**src/hub_power_config_defines.vh**
```
// Constants for the hub power-budget configuration register bank.
// Assumes a byte-wide register port driven by the configuration loader.
// Overview of operation
// Bus-powered total power, 2 mA units
// Total covers silicon, board, zero-current peripheral
// Self-powered controller current, 2 mA, excludes peripheral
// Bus-powered controller current, 2 mA, excludes peripheral
// Controller current intended default is 50
// Power-on time in 2 ms units
// Power registers 8-bit, reset to zero
// Undefined offset reads return zero
// Undefined offset writes silently discarded
// Configurer writes zero to reserved bits
// Strap mode: straps plus internal defaults; in strap mode the code loads internal defaults but ignores the LED straps
// Sample LED straps after reset release
// Strapped high: indicator drives active low; the code does so in default mode only
// Strapped low: indicator drives active high
// Hardware reset and bus reset distinguished
// Hardware reset returns registers to defaults
// Written values stored without clamping
`ifndef HUB_POWER_CONFIG_DEFINES_VH
`define HUB_POWER_CONFIG_DEFINES_VH

// ============================================================
// Register offsets
`define OFS_BUS_POWERED_MAX_POWER        8'h0D
`define OFS_SELF_POWERED_CTRL_MAX_CUR    8'h0E
`define OFS_BUS_POWERED_CTRL_MAX_CUR     8'h0F
`define OFS_PORT_POWER_GOOD_DELAY        8'h10

// ============================================================
// Reset and default values
`define RST_POWER_REG                    8'h00
`define DEF_CTRL_MAX_CUR                 8'h32

// ============================================================
// Units and timing
`define CURRENT_STEP_MA                  2
`define POWER_ON_STEP_MS                 2
`define CLK_PERIOD_NS                    100
`define POWER_ON_STEP_CYCLES  ((`POWER_ON_STEP_MS * 1000000) / `CLK_PERIOD_NS)

`endif

```
**src/hub_power_config_regs.v**
```verilog
// Power-budget registers 0x0D..0x10, strap capture for the indicator pins
// and the power-on delay timer for a downstream port.
// Assumes all inputs except STRAP_AMBER, STRAP_GREEN and BUS_RESET come from the CLK domain.
`timescale 1ns/100ps
`default_nettype none
`include "hub_power_config_defines.vh"

module hub_power_config_regs
#(
    parameter integer STEP_CYCLES = `POWER_ON_STEP_CYCLES
)
(
    input  wire       CLK,
    input  wire       NRST,
    input  wire [7:0] REG_ADDR,
    input  wire [7:0] REG_WDATA,
    input  wire       REG_WR,
    input  wire       REG_RD,
    output reg  [7:0] REG_RDATA,
    input  wire       DEFAULT_MODE,
    input  wire       STRAP_MODE,
    input  wire       STRAP_AMBER,
    input  wire       STRAP_GREEN,
    input  wire       AMBER_ON,
    input  wire       GREEN_ON,
    output wire       AMBER_OUT,
    output wire       AMBER_OE,
    output wire       GREEN_OUT,
    output wire       GREEN_OE,
    input  wire       BUS_RESET,
    output reg        BUS_RESET_SEEN,
    input  wire       PORT_POWER_ON,
    output reg        PORT_POWER_GOOD,
    output wire [7:0] BUS_POWERED_MAX_POWER,
    output wire [7:0] SELF_POWERED_CTRL_MAX_CUR,
    output wire [7:0] BUS_POWERED_CTRL_MAX_CUR,
    output wire [7:0] PORT_POWER_GOOD_DELAY
);

    // ========================================================
    // Declarations
    reg  [7:0]  bus_powered_max_power_ff;
    reg  [7:0]  self_powered_controller_max_current_ff;
    reg  [7:0]  bus_powered_controller_max_current_ff;
    reg  [7:0]  port_power_good_delay_ff;
    reg  [1:0]  amber_sync_ff;
    reg  [1:0]  green_sync_ff;
    reg  [1:0]  bus_rst_sync_ff;
    reg  [1:0]  capture_ff;
    reg         amber_strap_ff;
    reg         green_strap_ff;
    reg         leds_live_ff;
    reg  [7:0]  nxt_rdata;
    reg  [31:0] tick_cnt_ff;
    reg  [7:0]  step_cnt_ff;
    reg         pon_busy_ff;
    wire        tick;

    // Register outputs for the rest of the hub
    assign BUS_POWERED_MAX_POWER     = bus_powered_max_power_ff;
    assign SELF_POWERED_CTRL_MAX_CUR = self_powered_controller_max_current_ff;
    assign BUS_POWERED_CTRL_MAX_CUR  = bus_powered_controller_max_current_ff;
    assign PORT_POWER_GOOD_DELAY     = port_power_good_delay_ff;

    // ========================================================
    // Register writes
    // Power and current values count 2 mA steps, the delay 2 ms steps; the loader must already fold in board
    // and compound-peripheral draw as appropriate, the bank only stores.
    // hardware reset defaults
    always @(posedge CLK or negedge NRST)
    begin
        if (!NRST)
        begin
            // eight-bit, zero reset
            bus_powered_max_power_ff               <= `RST_POWER_REG;
            self_powered_controller_max_current_ff <= `RST_POWER_REG;
            bus_powered_controller_max_current_ff  <= `RST_POWER_REG;
            port_power_good_delay_ff               <= `RST_POWER_REG;
        end
        else if (capture_ff == 2'b01 && (DEFAULT_MODE || STRAP_MODE))
        begin
            // controller current default 50
            // internal defaults otherwise
            self_powered_controller_max_current_ff <= `DEF_CTRL_MAX_CUR;
            bus_powered_controller_max_current_ff  <= `DEF_CTRL_MAX_CUR;
        end
        else if (REG_WR)
        begin
            // stored unclamped
            // undefined offsets dropped
            case (REG_ADDR)
                // total bus-powered draw
                // includes board and peripheral
                `OFS_BUS_POWERED_MAX_POWER:
                    bus_powered_max_power_ff <= REG_WDATA;
                // self-powered controller only
                `OFS_SELF_POWERED_CTRL_MAX_CUR:
                    self_powered_controller_max_current_ff <= REG_WDATA;
                // bus-powered controller only
                `OFS_BUS_POWERED_CTRL_MAX_CUR:
                    bus_powered_controller_max_current_ff <= REG_WDATA;
                // power-on delay steps
                `OFS_PORT_POWER_GOOD_DELAY:
                    port_power_good_delay_ff <= REG_WDATA;
                default:
                    bus_powered_max_power_ff <= bus_powered_max_power_ff;
            endcase
        end
    end

    // ========================================================
    // Read decode
    // undefined reads zero
    always @*
    begin
        case (REG_ADDR)
            `OFS_BUS_POWERED_MAX_POWER:
                nxt_rdata = bus_powered_max_power_ff;
            `OFS_SELF_POWERED_CTRL_MAX_CUR:
                nxt_rdata = self_powered_controller_max_current_ff;
            `OFS_BUS_POWERED_CTRL_MAX_CUR:
                nxt_rdata = bus_powered_controller_max_current_ff;
            `OFS_PORT_POWER_GOOD_DELAY:
                nxt_rdata = port_power_good_delay_ff;
            default:
                nxt_rdata = 8'h00;
        endcase
    end

    // Read data registered; holds until the next read
    always @(posedge CLK or negedge NRST)
    begin
        if (!NRST)
            REG_RDATA <= 8'h00;
        else if (REG_RD)
            REG_RDATA <= nxt_rdata;
    end

    // ========================================================
    // Strap capture on the indicator pins
    // Pins are asynchronous, so two flops before anything reads them.
    always @(posedge CLK or negedge NRST)
    begin
        if (!NRST)
        begin
            amber_sync_ff   <= 2'b00;
            green_sync_ff   <= 2'b00;
            bus_rst_sync_ff <= 2'b00;
        end
        else
        begin
            amber_sync_ff   <= {amber_sync_ff[0], STRAP_AMBER};
            green_sync_ff   <= {green_sync_ff[0], STRAP_GREEN};
            bus_rst_sync_ff <= {bus_rst_sync_ff[0], BUS_RESET};
        end
    end

    // Capture the synchronised levels once the synchroniser has filled
    // after reset release; LEDs stay off until then.
    // sample after reset release
    always @(posedge CLK or negedge NRST)
    begin
        if (!NRST)
        begin
            capture_ff     <= 2'b11;
            amber_strap_ff <= 1'b0;
            green_strap_ff <= 1'b0;
            leds_live_ff   <= 1'b0;
        end
        else
        begin
            if (capture_ff != 2'b00)
                capture_ff <= capture_ff - 2'b01;
            if (capture_ff == 2'b01)
            begin
                amber_strap_ff <= amber_sync_ff[1];
                green_strap_ff <= green_sync_ff[1];
                leds_live_ff   <= 1'b1;
            end
        end
    end

    // ========================================================
    // Indicator drive; strap only chooses polarity in default mode
    // strapped high, active low
    // strapped low, active high
    assign AMBER_OUT = (DEFAULT_MODE && amber_strap_ff) ? ~AMBER_ON
                                                         : AMBER_ON;
    assign GREEN_OUT = (DEFAULT_MODE && green_strap_ff) ? ~GREEN_ON
                                                         : GREEN_ON;
    assign AMBER_OE  = leds_live_ff;
    assign GREEN_OE  = leds_live_ff;

    // ========================================================
    // Bus reset flag: upstream reset does not touch the power registers
    // two reset sources
    always @(posedge CLK or negedge NRST)
    begin
        if (!NRST)
            BUS_RESET_SEEN <= 1'b0;
        else
            BUS_RESET_SEEN <= bus_rst_sync_ff[1];
    end

    // ========================================================
    // Power-on timer: delay register times 2 ms, then power good.
    // A zero delay reports good two cycles after the request: one to start, one to report.
    assign tick = (tick_cnt_ff == STEP_CYCLES - 1);

    // count 2 ms steps
    always @(posedge CLK or negedge NRST)
    begin
        if (!NRST)
        begin
            tick_cnt_ff     <= 32'h00000000;
            step_cnt_ff     <= 8'h00;
            pon_busy_ff     <= 1'b0;
            PORT_POWER_GOOD <= 1'b0;
        end
        else if (!PORT_POWER_ON || bus_rst_sync_ff[1])
        begin
            tick_cnt_ff     <= 32'h00000000;
            step_cnt_ff     <= 8'h00;
            pon_busy_ff     <= 1'b0;
            PORT_POWER_GOOD <= 1'b0;
        end
        else if (!pon_busy_ff && !PORT_POWER_GOOD)
        begin
            pon_busy_ff  <= 1'b1;
            tick_cnt_ff  <= 32'h00000000;
            step_cnt_ff  <= 8'h00;
        end
        else if (pon_busy_ff)
        begin
            if (step_cnt_ff == port_power_good_delay_ff)
            begin
                pon_busy_ff     <= 1'b0;
                PORT_POWER_GOOD <= 1'b1;
            end
            else if (tick)
            begin
                tick_cnt_ff <= 32'h00000000;
                step_cnt_ff <= step_cnt_ff + 8'h01;
            end
            else
                tick_cnt_ff <= tick_cnt_ff + 32'h00000001;
        end
    end

endmodule // hub_power_config_regs
`default_nettype wire

```
**config.mk**
```make
export PLATFORM = sky130hd
export DESIGN_NAME = hub_power_config_regs
export DESIGN_NICKNAME = d
export VERILOG_FILES = /design/src/hub_power_config_regs.v
export VERILOG_INCLUDE_DIRS = /design/src
export SDC_FILE = /design/constraint.sdc
export NUM_CORES = 1
export LEC_CHECK = 0
export ABC_AREA = 1
export BUFFER_PORTS_ARGS = -buffer_cell sky130_fd_sc_hd__buf_2
export CAP_MARGIN = 15
export CORE_ASPECT_RATIO = 1.2
export CORE_MARGIN = 4
export CORE_UTILIZATION = 30
export CTS_CLUSTER_SIZE = 20
export DETAILED_ROUTE_END_ITERATION = 10
export SETUP_SLACK_MARGIN = 0.05
export SLEW_MARGIN = 10
export SYNTH_ARGS = -nofsm -noshare
export SYNTH_HDL_FRONTEND = slang
export SYNTH_SLANG_ARGS = --single-unit
export TNS_END_PERCENT = 50
```
**constraint.sdc**
```tcl
create_clock -name CLK -period 1.8 [get_ports CLK]
set_input_delay 0.27 -clock CLK [delete_from_list [all_inputs] [get_ports CLK]]
set_output_delay 0.27 -clock CLK [all_outputs]
set_load 0.02 [all_outputs]
```
**Yosys cells after proc, flatten, opt, wreduce, memory -nomap -nowiden**

Cells that the tools add are included.

- Input port bits: 28
- Output and inout bits: 46
- Logic and storage cells: 83
- Register bits after elaboration: 94

- Bitwise gates (word level): 3
- Equality and inequality tests: 9
- Reduce and logical (&&, ||, !) cells: 24
- Add/subtract/negate cells: 3
- Multiplexer cells: 27

Operators with widths:

| cell | count |
|---|---|
| 2-to-1 mux 32 bit | 5 |
| 2-to-1 mux 8 bit | 11 |
| adder 32 x 1 -> 32 bit, second input constant | 1 |
| equality test 32 x 15 -> 1 bit, second input constant | 1 |
| case mux 8 bit (4 select lines) | 1 |
| equality test 8 x 4 -> 1 bit, second input constant | 3 |
| AND reduction 3 bit | 4 |
| nonzero test 2 bit | 6 |
| 2-to-1 mux 1 bit | 10 |
| adder 8 x 1 -> 8 bit, second input constant | 1 |
| equality test 8 x 5 -> 1 bit, second input constant | 1 |
| equality test 8 bit | 1 |
| AND reduction 2 bit | 3 |
| nonzero test 3 bit | 2 |
| logical AND 1 bit | 4 |
| zero test 1 bit | 3 |
| != test 3 bit, second input constant | 1 |
| inverter 1 bit | 3 |
| equality test 2 x 1 -> 1 bit, second input constant | 1 |
| logical OR 1 bit | 2 |
| != test 2 bit, second input constant | 1 |
| subtractor 2 x 1 -> 2 bit, second input constant | 1 |

**Depth between registers and ports, before layout**

- Word-level depth: 6
- Depth in mapped cells: 12
- Gate-level depth less buffers: 11

**Worst setup path after synthesis**

No wires, ideal clock.

- Path kind: register to register
- From: register capture_ff[1]
- To: register port_power_good_delay_ff[5], in the netlist PORT_POWER_GOOD_DELAY[5]
- Library setup time: 0.121 ns
- Buffers on the path: 1
- Path slack: 0.115 ns
- Data arrival time: 1.564 ns
- Cell stages (with the launch flop): 10
- Clock period less this slack: 1.685 ns
- Cell sequence: dfstp_2 -> inv_1 -> ha_1 -> o21ai_1 -> inv_2 -> nor2_1 -> nand3_2 -> buf_2 -> nand2_1 -> o21ai_1

- Word-level cells in the longest chain between the ends: 4

RTL lines:

| what | RTL line | text |
|---|---|---|
| start: declaration | hub_power_config_regs.v:49 | `reg [1:0] capture_ff;` |
| start signal: assignment | hub_power_config_regs.v:173 | `capture_ff <= capture_ff - 2'b01;` |
| equality test 2 x 1 -> 1 bit | hub_power_config_regs.v:80 | `else if (capture_ff == 2'b01 && (DEFAULT_MODE \|\| STRAP_MODE))` |
| logical AND 1 bit | hub_power_config_regs.v:80 |  |
| inverter 1 bit (no line) | n/a |  |
| AND reduction 3 bit (no line) | n/a |  |
| end signal: assignment | hub_power_config_regs.v:78 | `` port_power_good_delay_ff <= `RST_POWER_REG; `` |
| end: declaration | hub_power_config_regs.v:45 | `reg [7:0] port_power_good_delay_ff;` |

No other way between the ends.
A chain may end at the register's enable or synchronous reset.

**Final worst setup path**

- From: register step_cnt_ff[3]
- To: register tick_cnt_ff[31]

- Word-level cells in the longest chain between the ends: 3

RTL lines:

| what | RTL line | text |
|---|---|---|
| start: declaration | hub_power_config_regs.v:55 | `reg [7:0] step_cnt_ff;` |
| start signal: assignment | hub_power_config_regs.v:243 | `step_cnt_ff <= step_cnt_ff + 8'h01;` |
| equality test 8 bit | hub_power_config_regs.v:235 | `if (step_cnt_ff == port_power_good_delay_ff)` |
| != test 3 bit (no line) | n/a |  |
| AND reduction 2 bit (no line) | n/a |  |
| end signal: assignment | hub_power_config_regs.v:246 | `tick_cnt_ff <= tick_cnt_ff + 32'h00000001;` |
| end: declaration | hub_power_config_regs.v:54 | `reg [31:0] tick_cnt_ff;` |

No other way between the ends.

==> out/results.tsv <==
metric	value	unit
RR Endpoint	tick_cnt_ff[31]	
Worst R2R Path Depth	10	
Synth Area in Simple Gates	0.421	
largest net degree at the start of global routing	37	
Max-Cap Viols	0	
Setup Fix Bufs, Post-CTS	0	
top cell type's share of synthesized area	0.413	
drt wl/cell	13.9	microns
DR pass1 iterations	5	
first-pass GRT wire length	26500	microns
number of port buffers	73	
initial antenna violation count	0	
DR vias	5403	
Hold Slack	0.0265	ns
Crit Path Class	reg2reg	
element type at the critical path end	flop	
total negative slack	0	ns
CTS sink cnt	94	
Area Growth Syn to Fin	20.9	%
Post-synth EDFFs	0	
nets	943	
syn nets	846	
sequential share of the synthesized area	0.422	
Final HPWL DP	12100	microns
Die Ht	157	microns
Power Dens Cells	672	nW/um^2
initial core utilization	0.306	
Final setup viols	0	
Fmax achieved	622	MHz
CP Max Fanout	21	
Ports	74	
Hold Startpoint	STRAP_GREEN	
most frequent cells in the layout	308 x nand2_1, 110 x nor2_1, 89 x dfrtp_1, 72 x buf_2, 71 x nand3_1	
Core Region	18200	sq um
Residual DRC	0	
mux cell area share after synthesis	0	
antenna-violating nets left	0	
WHS Path Cells	1	
CTS tree	built	
Arr. time, crit path	1.84	ns
vias in the first global route	5377	
Mapped Avg Cell Area	6.86	sq um
Seq cells post-synth	94	
worst reg2reg setup slack	0.19	ns
hold crit path type	in2reg	
CTS clk-pin slew, worst paths	0.07	ns
yosys warns	0	
slew at the pin closest to its max-slew limit	0.588	ns
Final Core Density	0.370	
DR vias/cell	4.74	
Worst Skew	0.00914	ns
post-synthesis adder-cell area fraction	0.00897	
largest family of logic cells by synthesized area	simple AND/OR/NAND/NOR gates	
Synth Instances	814	
predominant post-synthesis flop cell	dfrtp_1	
full die area	20900	sq um
dominant cells by area after synthesis	dfrtp_1 41%, nand2_1 21%, nor2_1 7.7%	
# diodes	0	
grt total ovfl	0	
post-synthesis xor/xnor area fraction	0.0204	
Mapped Area	5580	sq um
Die X	133	microns
Worst Hold Path EP	green_sync_ff[0]	
Storage cell area	2360	sq um
RSZ-0062 raised after global routing	yes	
most common cell after layout, fill and taps aside	nand2_1	
post-layout min period	1.61	ns
WL final	15900	microns
initial DRC count	288	
Max transition margin	0.607	
clock buffer depth	2	
Tcrit/Tclk final	0.893	
fraction of registers with async set/reset	1.00	
Pleak	3.32	nW
VDD IR max	0.418	mV
htree depth	3	
CTS buffer count	9	
cell row count	54	
Fin. Hold Viols	0	
Yosys cell types	33	
routability congestion estimate	0.909	
status	completed	
CTS Root Cell	clkbuf_16	
area leader, netlist	dfrtp_1	
clock insertion delay at the later pin of the skew report	0.35	ns
Filler cells	1990	
nature of the critical path startpoint	flop	
area fraction in compound gates after synthesis	0.0525	
Slew Viols, Final	0	
multi-input logic area	2880	sq um
share of layout cells above drive strength 1	0.180	
total global-route track usage	0.156	
required time worst endpoint	2.03	ns
RR Startpoint	step_cnt_ff[3]	
[worst max-delay path: stages, from the launching register on]
cell and delay (ns):
dfrtp_1 0.46, inv_2 0.06, nand2_1 0.05, nand2_1 0.05, nor2_2 0.11, nand2_2 0.11, o21ai_4 0.19, nand2_4 0.12
buf_12 0.18, nand3_1 0.09, nand2_1 0.05
[what timing repair did]
| action | CTS | global route |
|---|---|---|
| hold buffers | 1 | 0 |
| gates resized for setup | 0 | 17 |
| hold endpoints to repair | 23 | 0 |
| endpoints found under the setup margin | 0 | 53 |
[synthesized netlist by cell type, drive strengths merged (4+ instances only)]
| library cell | count |
|---|---|
| a31oi | 4 |
| buf | 16 |
| clkbuf | 5 |
| dfrtp | 92 |
| ha | 4 |
| inv | 76 |
| nand2 | 315 |
| nand3 | 73 |
| nand4 | 25 |
| nor2 | 123 |
| nor3 | 10 |
| o21ai | 48 |
| xnor2 | 5 |
| xor2 | 8 |
[how the worst max path moves through the flow]
| stage | start | endpoint | slack [ns] |
|---|---|---|---|
| floorplan | capture_ff[1] | PORT_POWER_GOOD_DELAY[5] | 0.11 |
| global placement | capture_ff[1] | PORT_POWER_GOOD_DELAY[7] | 0.10 |
| detailed placement | capture_ff[1] | PORT_POWER_GOOD_DELAY[2] | 0.09 |
| CTS | capture_ff[1] | PORT_POWER_GOOD_DELAY[2] | 0.06 |
| global route | tick_cnt_ff[2] | tick_cnt_ff[21] | 0.04 |
| finish | step_cnt_ff[3] | tick_cnt_ff[31] | 0.19 |
[state kept, by name, summed over array words and instances (netlist names), 8 cells and up]
name                       cells
REG_RDATA                      8
BUS_POWERED_MAX_POWER          8
BUS_POWERED_CTRL_MAX_CUR       8
SELF_POWERED_CTRL_MAX_CUR      8
PORT_POWER_GOOD_DELAY          8
step_cnt_ff                    8
tick_cnt_ff                   32
[layout make-up]
| class | count | area share |
|---|---|---|
| Multi-Input combinational cell | 624 | 0.427 |
| Sequential cell | 94 | 0.350 |
| Timing Repair Buffer | 106 | 0.0972 |
| Inverter | 76 | 0.0423 |
| Tap cell | 224 | 0.0416 |
| Clock buffer | 10 | 0.0354 |
| Clock inverter | 6 | 0.00686 |
[cells by family (layout without fill, tap and decap cells)]
kind of cell / Yosys count / after routing
and+or+nand+nor: 551 / 552
buffers and inverters: 97 / 198
DFF: 94 / 94
AOI/OAI and AO/OA: 55 / 55
xor gates and xnor gates: 13 / 13
adders and majority gates: 4 / 4
[per-stage QoR]
| stage | std cells | instance area, sq um | total power, W | setup WS [ns] |
|---|---|---|---|---|
| after floorplan | 814 | 5580 | 0.00248 | 0.115 |
| after global placement | 1122 | 6370 | 0.00270 | 0.105 |
| after detailed placement | 1122 | 6370 | 0.00270 | 0.0860 |
| after CTS | 1139 | 6670 | 0.00459 | 0.0603 |
| after global routing | 1140 | 6740 | 0.00473 | 0.0356 |
| final | 1140 | 6740 | 0.00453 | 0.193 |
[power breakdown]
group	leakage, nW	internal [W]	switching (W)
clock	0.135	0.000983	0.000881
sequential	1.27	0.00216	0.0000453
combinational	1.92	0.000143	0.000318
[routing by layer]
layer	wire length (microns)	up-vias	GRT usage	share of wire
li1	-	2773	-	-
met1	7190	2473	0.194	0.45
met2	7710	137	0.274	0.49
met3	635	20	0.0221	0.040
met4	362	0	0.0653	0.023
met5	0	-	0	0
(Power assumes the default switching activity.)
